[src/rtl/cem_pkg.sv]
// Constants and types shared by the half-duplex Ethernet media access controller.
package cem_pkg;

   localparam logic [7:0] PRE_BYTE = 8'h55;
   localparam logic [7:0] SFD_BYTE = 8'hd5;
   localparam logic [7:0] JAM_BYTE = 8'h55;
   localparam logic [7:0] PAD_BYTE = 8'h00;
   localparam logic [3:0] PRE_OCTETS = 4'h7;
   localparam logic [3:0] ADDR_OCTETS = 4'h6;
   localparam logic [10:0] LT_FIRST = 11'h00c;
   localparam logic [10:0] LT_SECOND = 11'h00d;
   localparam logic [1:0] FCS_LAST = 2'h3;
   localparam logic [2:0] JAM_LAST = 3'h3;
   localparam logic [10:0] MIN_FRAME = 11'h040;
   localparam logic [10:0] MAX_FRAME = 11'h5ee;
   localparam logic [10:0] MIN_DATA = 11'h03c;
   localparam logic [10:0] MAX_DATA = 11'h5ea;
   localparam logic [3:0] IFG_OCTETS = 4'hc;
   localparam logic [5:0] SLOT_LAST = 6'h3f;
   localparam logic [4:0] BACKOFF_CAP = 5'h0a;
   localparam logic [4:0] MAX_ATTEMPTS = 5'h10;
   localparam logic [31:0] CRC_POLY = 32'hedb88320;
   localparam logic [31:0] CRC_INIT = 32'hffffffff;
   localparam logic [31:0] CRC_RESIDUE = 32'hdebb20e3;
   localparam logic [15:0] LFSR_SEED = 16'hace1;
   localparam logic [15:0] TYPE_IP = 16'h0800;
   localparam logic [15:0] TYPE_LOOP = 16'h9000;
   localparam logic [15:0] TYPE_NET = 16'h0600;
   localparam logic [15:0] LEN_FIELD_MAX = 16'h05dc;
   localparam logic [47:0] BCAST_ADDR = 48'hffffffffffff;

   typedef enum logic [2:0] {KIND_LEN, KIND_IP, KIND_LOOP, KIND_NET, KIND_OTHER} cem_kind_t;
   typedef enum {TX_IDLE, TX_DEFER, TX_PRE, TX_SFD, TX_DATA, TX_PAD, TX_FCS, TX_END, TX_JAM,
      TX_BACKOFF} cem_tx_state_t;
   typedef enum {RX_IDLE, RX_PRE, RX_BODY} cem_rx_state_t;

endpackage

[src/rtl/cem_mac.sv]
// Half-duplex CSMA/CD Ethernet media access controller with octet-wide medium ports.
`timescale 1ns/1ns

module cem_mac (
   input wire logic i_clk_sys,
   input wire logic i_rstn,
   input wire logic i_ce,
   input wire logic [47:0] i_station_addr,
   input wire logic i_promisc,
   input wire logic i_tx_valid,
   input wire logic [7:0] i_tx_data,
   input wire logic i_tx_last,
   input wire logic i_crs,
   input wire logic i_col,
   input wire logic i_rx_dv,
   input wire logic [7:0] i_rx_data,
   output logic o_tx_ready,
   output logic o_tx_en,
   output logic [7:0] o_tx_data,
   output logic o_tx_done,
   output logic o_tx_retry,
   output logic o_tx_excess,
   output logic o_tx_len_err,
   output logic o_rx_valid,
   output logic [7:0] o_rx_data,
   output logic o_rx_end,
   output logic o_rx_crc_err,
   output logic o_rx_len_err,
   output logic o_rx_accept,
   output cem_pkg::cem_kind_t o_rx_kind
);
   import cem_pkg::*;

   cem_tx_state_t tx_st_q;
   cem_rx_state_t rx_st_q;
   logic [3:0] idle_cnt_q;
   logic [15:0] lfsr_q, rx_lt_q;
   logic [10:0] tx_cnt_q, rx_cnt_q;
   logic [1:0] fcs_idx_q;
   logic [2:0] jam_cnt_q;
   logic [4:0] attempts_q, next_attempt;
   logic [9:0] slots_q;
   logic [5:0] slot_sub_q;
   logic [31:0] tx_crc_q, rx_crc_q;
   logic [7:0] tx_data_q, rx_data_q;
   logic [47:0] rx_da_q;
   logic tx_ready_q, tx_en_q, tx_done_q, tx_retry_q, tx_excess_q, tx_len_err_q;
   logic rx_valid_q, rx_end_q, rx_crc_err_q, rx_len_err_q, rx_accept_q;
   logic medium_idle, sending, rx_len_bad;
   cem_kind_t rx_kind_q;

   // One octet step of the reflected Ethernet CRC, least significant bit first.
   function automatic logic [31:0] crc_step(input logic [31:0] crc, input logic [7:0] octet);
      for (int i = 0; i < 8; i++)
         crc = (crc[0] ^ octet[i]) ? ((crc >> 1) ^ CRC_POLY) : (crc >> 1);
      return crc;
   endfunction

   // Mask that limits the random slot count to the set of the given round.
   function automatic logic [9:0] backoff_mask(input logic [4:0] round);
      return 10'((11'h001 << ((round > BACKOFF_CAP) ? BACKOFF_CAP : round)) - 11'h001);
   endfunction

   // Sorts the length/type field into a length, a known protocol or other.
   function automatic cem_kind_t classify(input logic [15:0] lt);
      if (lt <= LEN_FIELD_MAX)
         return KIND_LEN;
      if (lt == TYPE_IP)
         return KIND_IP;
      if (lt == TYPE_LOOP)
         return KIND_LOOP;
      if (lt == TYPE_NET)
         return KIND_NET;
      return KIND_OTHER;
   endfunction

   assign medium_idle = (idle_cnt_q == IFG_OCTETS) && !i_crs;
   assign sending = tx_en_q && (tx_st_q != TX_JAM);
   assign next_attempt = attempts_q + 5'h01;
   assign rx_len_bad = (rx_cnt_q < MIN_FRAME) || (rx_cnt_q > MAX_FRAME);

   // Counts idle octet times; own or foreign carrier restarts the gap.
   always_ff @(posedge i_clk_sys or negedge i_rstn)
   begin
      if (!i_rstn)
         idle_cnt_q <= 4'h0;
      else if (i_ce)
      begin
         if (i_crs || tx_en_q)
            idle_cnt_q <= 4'h0;
         else if (idle_cnt_q != IFG_OCTETS)
            idle_cnt_q <= idle_cnt_q + 4'h1;
      end
   end

   // Free-running pseudo-random source for the backoff draw.
   always_ff @(posedge i_clk_sys or negedge i_rstn)
   begin
      if (!i_rstn)
         lfsr_q <= LFSR_SEED;
      else if (i_ce)
         lfsr_q <= {lfsr_q[14:0], lfsr_q[15] ^ lfsr_q[13] ^ lfsr_q[12] ^ lfsr_q[10]};
   end

   // Transmit sequencer: deferral, framing, collision handling and backoff.
   always_ff @(posedge i_clk_sys or negedge i_rstn)
   begin
      if (!i_rstn)
      begin
         tx_st_q <= TX_IDLE;
         tx_cnt_q <= 11'h000;
         fcs_idx_q <= 2'h0;
         jam_cnt_q <= 3'h0;
         attempts_q <= 5'h00;
         slots_q <= 10'h000;
         slot_sub_q <= 6'h00;
         tx_crc_q <= CRC_INIT;
         tx_data_q <= 8'h00;
         {tx_ready_q, tx_en_q, tx_done_q, tx_retry_q, tx_excess_q, tx_len_err_q} <= 6'h00;
      end
      else if (i_ce)
      begin
         {tx_done_q, tx_retry_q, tx_excess_q, tx_len_err_q} <= 4'h0;
         if (sending && i_col)
         begin
            tx_st_q <= TX_JAM;
            tx_ready_q <= 1'b0;
            tx_data_q <= JAM_BYTE;
            jam_cnt_q <= 3'h0;
         end
         else
         begin
            case (tx_st_q)
               TX_IDLE:
               begin
                  attempts_q <= 5'h00;
                  if (i_tx_valid)
                     tx_st_q <= TX_DEFER;
               end
               TX_DEFER:
               begin
                  if (medium_idle)
                  begin
                     tx_st_q <= TX_PRE;
                     tx_cnt_q <= 11'h000;
                  end
               end
               TX_PRE:
               begin
                  tx_en_q <= 1'b1;
                  tx_data_q <= PRE_BYTE;
                  tx_cnt_q <= tx_cnt_q + 11'h001;
                  if (tx_cnt_q == 11'(PRE_OCTETS - 4'h1))
                     tx_st_q <= TX_SFD;
               end
               TX_SFD:
               begin
                  tx_data_q <= SFD_BYTE;
                  tx_cnt_q <= 11'h000;
                  tx_crc_q <= CRC_INIT;
                  tx_ready_q <= 1'b1;
                  tx_st_q <= TX_DATA;
               end
               TX_DATA:
               begin
                  if (!i_tx_valid)
                  begin
                     tx_en_q <= 1'b0;
                     tx_ready_q <= 1'b0;
                     tx_len_err_q <= 1'b1;
                     tx_st_q <= TX_IDLE;
                  end
                  else
                  begin
                     // Host supplies address, length/type and payload in order.
                     tx_data_q <= i_tx_data;
                     tx_crc_q <= crc_step(tx_crc_q, i_tx_data);
                     tx_cnt_q <= tx_cnt_q + 11'h001;
                     if (i_tx_last)
                     begin
                        tx_ready_q <= 1'b0;
                        fcs_idx_q <= 2'h0;
                        tx_st_q <= (tx_cnt_q + 11'h001 < MIN_DATA) ? TX_PAD : TX_FCS;
                     end
                     else if (tx_cnt_q == MAX_DATA - 11'h001)
                     begin
                        tx_ready_q <= 1'b0;
                        tx_en_q <= 1'b0;
                        tx_len_err_q <= 1'b1;
                        tx_st_q <= TX_IDLE;
                     end
                  end
               end
               TX_PAD:
               begin
                  tx_data_q <= PAD_BYTE;
                  tx_crc_q <= crc_step(tx_crc_q, PAD_BYTE);
                  tx_cnt_q <= tx_cnt_q + 11'h001;
                  if (tx_cnt_q == MIN_DATA - 11'h001)
                     tx_st_q <= TX_FCS;
               end
               TX_FCS:
               begin
                  tx_data_q <= ~tx_crc_q[8 * fcs_idx_q +: 8];
                  fcs_idx_q <= fcs_idx_q + 2'h1;
                  if (fcs_idx_q == FCS_LAST)
                     tx_st_q <= TX_END;
               end
               TX_END:
               begin
                  tx_en_q <= 1'b0;
                  tx_done_q <= 1'b1;
                  tx_st_q <= TX_IDLE;
               end
               TX_JAM:
               begin
                  if (jam_cnt_q == JAM_LAST)
                  begin
                     tx_en_q <= 1'b0;
                     attempts_q <= next_attempt;
                     if (next_attempt == MAX_ATTEMPTS)
                     begin
                        tx_excess_q <= 1'b1;
                        tx_st_q <= TX_IDLE;
                     end
                     else
                     begin
                        tx_retry_q <= 1'b1;
                        slots_q <= lfsr_q[9:0] & backoff_mask(next_attempt);
                        slot_sub_q <= 6'h00;
                        tx_st_q <= TX_BACKOFF;
                     end
                  end
                  else
                  begin
                     tx_data_q <= JAM_BYTE;
                     jam_cnt_q <= jam_cnt_q + 3'h1;
                  end
               end
               TX_BACKOFF:
               begin
                  if (slots_q == 10'h000)
                     tx_st_q <= TX_DEFER;
                  else if (slot_sub_q == SLOT_LAST)
                  begin
                     slot_sub_q <= 6'h00;
                     slots_q <= slots_q - 10'h001;
                  end
                  else
                     slot_sub_q <= slot_sub_q + 6'h01;
               end
               default:
               begin
                  tx_st_q <= TX_IDLE;
                  tx_en_q <= 1'b0;
                  tx_ready_q <= 1'b0;
               end
            endcase
         end
      end
   end

   // Receive sequencer: every frame on the segment is framed and checked.
   always_ff @(posedge i_clk_sys or negedge i_rstn)
   begin
      if (!i_rstn)
      begin
         rx_st_q <= RX_IDLE;
         rx_cnt_q <= 11'h000;
         rx_crc_q <= CRC_INIT;
         rx_da_q <= 48'h000000000000;
         rx_lt_q <= 16'h0000;
         rx_valid_q <= 1'b0;
         rx_data_q <= 8'h00;
      end
      else if (i_ce)
      begin
         rx_valid_q <= 1'b0;
         case (rx_st_q)
            RX_IDLE, RX_PRE:
            begin
               if (!i_rx_dv)
                  rx_st_q <= RX_IDLE;
               else if (i_rx_data == SFD_BYTE)
               begin
                  rx_st_q <= RX_BODY;
                  rx_cnt_q <= 11'h000;
                  rx_crc_q <= CRC_INIT;
               end
               else
                  rx_st_q <= RX_PRE;
            end
            RX_BODY:
            begin
               if (!i_rx_dv)
                  rx_st_q <= RX_IDLE;
               else
               begin
                  rx_valid_q <= 1'b1;
                  rx_data_q <= i_rx_data;
                  rx_crc_q <= crc_step(rx_crc_q, i_rx_data);
                  if (rx_cnt_q != 11'h7ff)
                     rx_cnt_q <= rx_cnt_q + 11'h001;
                  if (rx_cnt_q < 11'(ADDR_OCTETS))
                     rx_da_q <= {rx_da_q[39:0], i_rx_data};
                  if (rx_cnt_q == LT_FIRST || rx_cnt_q == LT_SECOND)
                     rx_lt_q <= {rx_lt_q[7:0], i_rx_data};
               end
            end
            default:
               rx_st_q <= RX_IDLE;
         endcase
      end
   end

   // Frame-end report: check sequence, length bounds, acceptance and type.
   always_ff @(posedge i_clk_sys or negedge i_rstn)
   begin
      if (!i_rstn)
      begin
         {rx_end_q, rx_crc_err_q, rx_len_err_q, rx_accept_q} <= 4'h0;
         rx_kind_q <= KIND_LEN;
      end
      else if (i_ce)
      begin
         rx_end_q <= 1'b0;
         if (rx_st_q == RX_BODY && !i_rx_dv)
         begin
            rx_end_q <= 1'b1;
            rx_crc_err_q <= (rx_crc_q != CRC_RESIDUE);
            rx_len_err_q <= rx_len_bad;
            rx_accept_q <= !rx_len_bad && (rx_crc_q == CRC_RESIDUE) &&
               (i_promisc || rx_da_q == i_station_addr || rx_da_q == BCAST_ADDR);
            rx_kind_q <= classify(rx_lt_q);
         end
      end
   end

   assign {o_tx_ready, o_tx_en, o_tx_done, o_tx_retry} = {tx_ready_q, tx_en_q, tx_done_q, tx_retry_q};
   assign {o_tx_excess, o_tx_len_err, o_rx_valid, o_rx_end} = {tx_excess_q, tx_len_err_q, rx_valid_q, rx_end_q};
   assign {o_rx_crc_err, o_rx_len_err, o_rx_accept} = {rx_crc_err_q, rx_len_err_q, rx_accept_q};
   assign o_tx_data = tx_data_q;
   assign o_rx_data = rx_data_q;
   assign o_rx_kind = rx_kind_q;

endmodule // cem_mac

[config.mk]
export PLATFORM = sky130hd
export DESIGN_NAME = cem_mac
export DESIGN_NICKNAME = d
export VERILOG_FILES = /design/src/rtl/cem_pkg.sv /design/src/rtl/cem_mac.sv
export SDC_FILE = /design/constraint.sdc
export NUM_CORES = 1
export LEC_CHECK = 0
export BUFFER_PORTS_ARGS = -buffer_cell sky130_fd_sc_hd__buf_4
export CAP_MARGIN = 15
export CORE_ASPECT_RATIO = 0.5
export CORE_MARGIN = 2
export CORE_UTILIZATION = 57
export CTS_CLUSTER_DIAMETER = 150
export CTS_CLUSTER_SIZE = 24
export DETAILED_ROUTE_END_ITERATION = 10
export HOLD_SLACK_MARGIN = 0.12
export PLACE_DENSITY_LB_ADDON = 0.05
export SYNTH_ARGS = -nofsm -noshare
export SYNTH_HDL_FRONTEND = slang
export SYNTH_SLANG_ARGS = --single-unit
export TNS_END_PERCENT = 20
[constraint.sdc]
create_clock -name i_clk_sys -period 3.45 [get_ports i_clk_sys]
set_input_delay 0.69 -clock i_clk_sys [delete_from_list [all_inputs] [get_ports i_clk_sys]]
set_output_delay 0.69 -clock i_clk_sys [all_outputs]
set_load 0.02 [all_outputs]
Word level (Yosys, flattened, before mapping)

Cells that the tools add are included.

$add $sub $neg: 9
$lt $le $gt $ge: 6
Equal/unequal tests: 59
Shift operators: 2
Multiplexer cells: 134
Bitwise gates (word level): 46
Reduce and logical (&&, ||, !) cells: 49

Operators by type and width:

| cell                                                             | number |
|---|---|
| 32-bit two-way mux                                               | 40 |
| 13-bit inverter with 14-bit output                               | 23 |
| 32-bit one-hot mux with 9 select lines                           | 1 |
| 32-bit by 3-bit == test with 1-bit output, second input constant | 5 |
| 32-bit one-hot mux with 2 select lines                           | 2 |
| 32-bit by 2-bit == test with 1-bit output, second input constant | 3 |
| 32-bit one-hot mux with 3 select lines                           | 1 |
| 11-bit two-way mux                                               | 6 |
| 32-bit by 1-bit == test with 1-bit output, second input constant | 2 |
| 32-bit by 4-bit == test with 1-bit output, second input constant | 2 |
| 32-bit logical NOT                                               | 2 |
| 48-bit == test                                                   | 1 |
| 48-bit == test, second input constant                            | 1 |
| 8-bit one-hot mux with 6 select lines                            | 1 |
| 11-bit one-hot mux with 4 select lines                           | 1 |
| 1-bit two-way mux                                                | 43 |
| 10-bit two-way mux                                               | 4 |
| 3-bit two-way mux                                                | 11 |
| 3-bit != test, second input constant                             | 11 |
| 32-bit == test, second input constant                            | 1 |
| 32-bit != test, second input constant                            | 1 |
| 32-bit by 5-bit != test with 1-bit output, second input constant | 1 |
| 32-bit by 6-bit variable part select with 8-bit output           | 1 |
| 2-bit != test, second input constant                             | 13 |
| 65 further kinds                                                 | 128 |

Flip-flop bits (word level): 290
Input bits: 73
Output and inout bits: 30
Word-level logic and storage cells: 334

Longest topological paths before layout

Depth after elaboration: 20
Mapped depth: 14
Gate-level depth less buffers: 12

Worst setup path after synthesis

OpenSTA, ideal clock, no wires.

Path type: reg-to-reg
From: register attempts_q[0]
To: register slots_q[4]
Library setup time: 0.088 ns
Data arrival time: 2.859 ns
Data required time: 3.362 ns
Setup slack: 0.503 ns
Stages on the path, launching flop included: 14
Buffers on the path: 2
Clock period less this slack: 2.947 ns
Cell sequence: dfrtp_1 ha_1 buf_1 and3b_1 o22ai_1 a22o_1 nand2_1 or3_1 ha_1 clkbuf_1 nor2b_1 a31oi_1 a211o_1 o211ai_1

Cells in the longest elaborated chain, start to end: 9
Elaborated cells on any way between the ends: 12
Classes of those cells: add/sub: 2; order compare: 1; eq/ne: 2; shift: 1; mux: 4; bitwise: 1; reduce/logical: 1

RTL lines:

| item                                                     | RTL line       | RTL |
|---|---|---|
| start, declared                                          | cem_mac.sv:41  | `logic [4:0] attempts_q, next_attempt;` |
| start signal, assigned                                   | cem_mac.sv:220 | `attempts_q <= next_attempt;` |
| 5-bit by 1-bit adder with 5-bit output (*)               | cem_mac.sv:79  | `assign next_attempt = attempts_q + 5'h01;` |
| 5-bit by 4-bit greater-than comparator with 1-bit output | cem_mac.sv:61  | `return 10'((11'h001 << ((round > BACKOFF_CAP) ? BACKOFF_CAP : round)) - 11'h001);` |
| 5-bit two-way mux                                        | cem_mac.sv:61  |  |
| 1-bit by 5-bit left shift with 10-bit output             | cem_mac.sv:61  |  |
| 10-bit by 1-bit subtractor with 10-bit output            | cem_mac.sv:61  |  |
| 10-bit bitwise AND                                       | cem_mac.sv:229 | `slots_q <= lfsr_q[9:0] & backoff_mask(next_attempt);` |
| 10-bit two-way mux                                       | cem_mac.sv:221 | `if (next_attempt == MAX_ATTEMPTS)` |
| 10-bit two-way mux                                       | cem_mac.sv:217 | `if (jam_cnt_q == JAM_LAST)` |
| 10-bit one-hot mux with 2 select lines                   | cem_mac.sv:133 | `case (tx_st_q)` |
| end signal, assigned                                     | cem_mac.sv:229 |  |
| end signal, assigned                                     | cem_mac.sv:247 | `slots_q <= slots_q - 10'h001;` |
| end, declared                                            | cem_mac.sv:42  | `logic [9:0] slots_q;` |

Every way passes the cells marked *; elsewhere a longest branch is shown, timed or not. The select of a mux whose other input is x is not followed.
A chain may end at the register's enable or synchronous reset.

Worst setup path in the final report

From: register attempts_q[1]
To: register slots_q[4]

The elaborated chain is that of the path after synthesis.

==> results.cfg <==
[outcome]
outcome = finished clean

[clock_network]
clk_latency_ns = 0.50
cts_buffers = 13
clockBufferDepth = 3
post_cts_buffers = 0
cts.hold.buffers_added = 0
htreeDepth = 1
post_cts_resized = 0
clk_pin_slew_ns = 0.11
cts.sink_count = 232
cts_root_buffer = clkbuf_16
cts_tree = yes

[place]
gp_congestion = 0.969
dpl_worst_slack_ns = 0.338
dp_hpwl_um = 26400
port_buffers = 102
post_dp_cell_area_um2 = 15500

[sta]
finalCritPeriodShare_pct = 88.7
tns_ns = 0
tightest_slew_ns = 1.18
relSlewSlack_pct = 21.3
min_period_ns = 3.06
clock.fmax_ghz = 0.327
drv_slew = 0
hold_violations = 0
setup_slack_ns = 0.389
finClkSkew_ns = 0.0143
setup_viol = 0
rsz0062_at_grt = no
fin_hold_ws_ns = 0.127

[layout]
fillers = 2097
drive_gt1_share_pct = 23.0
multiInputGateArea_um2 = 7960
antenna_cells = 0
layout.nets = 1592
stdcell_area_um2 = 15800
area_growth_pct = 10.1
register_area_um2 = 5900

[floorplan]
io_pins = 103
initial_core_util_pct = 57.5
coreArea_um2 = 25000
num_rows = 41
fp.dieW_um = 229
die_y_um = 116
die-area_um2 = 26600

[synthesis]
synth.net_count = 1526
synth.top_cell.area_share_pct = 27.9
synth_compound_area_share_pct = 13.8
yosysSeqAreaShare_pct = 41.0
synthDistinctLibCells = 82
synthAdderAreaFrac_pct = 1.48
syn_inst = 1436
synthTopCellsByArea = dfrtp_1, dfstp_2, xnor2_1
ys_async_sr_fraction_pct = 100
synthTopCellsByCount = dfrtp_1, nor2_1, xnor2_1, xor2_1
synth-xor-area-share_pct = 17.3
ys_ff_latch = 232
synth.avg_cell_area_um2 = 10.0
synth-edff-count = 0
synth_mux_area_share_pct = 8.06
synth.most_common_cell = dfrtp_1
synth_warnings = 0
synth_area_leader_cell = dfrtp_1
synth_ff_type = dfrtp_1
netlist_area_um2 = 14400
synth_top_family_by_area = XOR/XNOR gates
synth-simple-area-share_pct = 14.6

[setup_path]
cp_top_family = simple AND/OR/NAND/NOR gates
path_cells = ha_2, and3b_1, o22ai_1, a22o_1, nand2_1, or3_1, ha_1, nor2b_1, a31oi_1, a211o_1, o211ai_1
reg2reg_depth = 11
critical_path_class = reg2reg
worst_setup_path_end_kind = flop
critPathMaxFanout = 13
cpMaxStageDelayCell = dfrtp_1
crit_cells = 11
worstPathRequired_ns = 3.86
crit_arrival_ns = 3.47
slowest_delay_ns = 0.54
critPathLaunchType = flop
crit_buf_inv = 0

[detailed_routing]
antenna_left = 0
dr.pass1.iters = 5
routed_wl_um = 36100
wl_per_cell_um = 19.5
drc = 0
via_per_inst = 6.08
drtIter0Drc = 785
vias = 11300

[global_routing]
grt_pass1_vias = 10900
grt_pass1_wl_um = 59200
grt_max_degree = 86
grt_overflow = 0
grt_usage_pct = 27.4
antenna_found_initial = 0

[pwr]
power.density_nw_per_um2 = 943
ir_drop_uv = 760
p_leak_nw = 6.60
finalPower_mw = 14.9

[job]
drv_cap = 0

[hold_path]
hold_path_class = in2async
==> sequential cells by signal, indices dropped and copies added (netlist names), 2 cells and up <==
signal and count:
attempts_q 5, fcs_idx_q 2, idle_cnt_q 4, jam_cnt_q 3
lfsr_q 16, o_rx_data 8, o_rx_kind 3, o_tx_data 8
rx_cnt_q 11, rx_crc_q 32, rx_da_q 48, rx_lt_q 16
rx_st_q 2, slot_sub_q 6, slots_q 10, tx_cnt_q 11
tx_crc_q 32, tx_st_q 4
==> where the power goes <==
group | switching [mW] | internal (mW) | total, mW
logic | 4.25 | 3.93 | 8.18
clock network | 0.916 | 0.724 | 1.64
registers | 1.22 | 3.89 | 5.11
==> layer usage <==
layer  vias to the layer above  part of all wire, %  global-route usage [%]
met2                       303                   48                    47.6
met5                         -                    0                       0
met3                        51                  4.4                    3.30
met4                         0                  2.3                    7.41
li1                       5277                    -                       -
met1                      5628                   45                    37.1
==> worst paths after layout <==
kind                       slack (ns)                  endpoint                      start
min in group i_clk_sys           0.46  o_rx_data[4]$_DFFE_PN0P_               i_rx_data[4]
max reg2reg                      0.39    slots_q[4]$_DFFE_PN0P_  attempts_q[1]$_DFFE_PN0P_
max in group asynchronous        2.44    lfsr_q[10]$_DFFE_PN1P_                     i_rstn
min reg2reg                      0.49  o_rx_data[2]$_DFFE_PN0P_   o_rx_data[2]$_DFFE_PN0P_
min                              0.13  o_rx_data[7]$_DFFE_PN0P_                     i_rstn
max                              0.39    slots_q[4]$_DFFE_PN0P_  attempts_q[1]$_DFFE_PN0P_
==> stage by stage <==
| stage | instances | utilization [%] |
|---|---|---|
| 2_1_floorplan | 1436 | - |
| 3_3_place_gp | 1831 | 61.9 |
| 3_5_place_dp | 1831 | 61.9 |
| 4_1_cts | 1853 | 63.3 |
| 5_1_grt | 1853 | 63.3 |
| 6_report | 1853 | 63.3 |
==> cells by family (layout without fill, tap and decap cells) <==
| logic type | Yosys count | in the layout |
|---|---|---|
| AOI/OAI and AO/OA | 299 | 299 |
| xor gates and xnor gates | 255 | 255 |
| adders and majority gates | 17 | 17 |
| buffers and inverters | 118 | 191 |
| DFF | 232 | 232 |
| muxes | 95 | 95 |
| and+or+nand+nor | 420 | 420 |
==> area by class of cell <==
| cell class | count | share of cell area [%] |
|---|---|---|
| Clock buffer | 20 | 2.22 |
| Clock inverter | 2 | 0.111 |
| Inverter | 35 | 0.830 |
| Multi-Input combinational cell | 1086 | 50.3 |
| Sequential cell | 232 | 37.3 |
| Tap cell | 344 | 2.72 |
| Timing Repair Buffer | 134 | 6.56 |
==> worst reg2reg max path: stages, from the launching register on <==
cell and delay, ns:
dfrtp_1 0.54, ha_2 0.39, and3b_1 0.21, o22ai_1 0.12, a22o_1 0.24, nand2_1 0.07, or3_1 0.36, ha_1 0.32
nor2b_1 0.23, a31oi_1 0.11, a211o_1 0.32, o211ai_1 0.08
==> cell usage in the layout (no fill, tap or decap), types with 24 or more instances in the layout <==
cell type	Yosys	layout
inv_1	34	34
nor4_1	28	28
nor2_1	135	135
nor3_1	25	24
dfstp_2	72	72
nand2_1	83	83
xnor2_1	133	133
nand3_1	36	36
a21oi_1	71	71
nand4_1	30	30
dfrtp_1	160	160
xor2_1	100	100
o21ai_0	74	74
buf_4	3	131
mux2_2	83	83
Note: power is estimated with default switching activity, not from simulation.
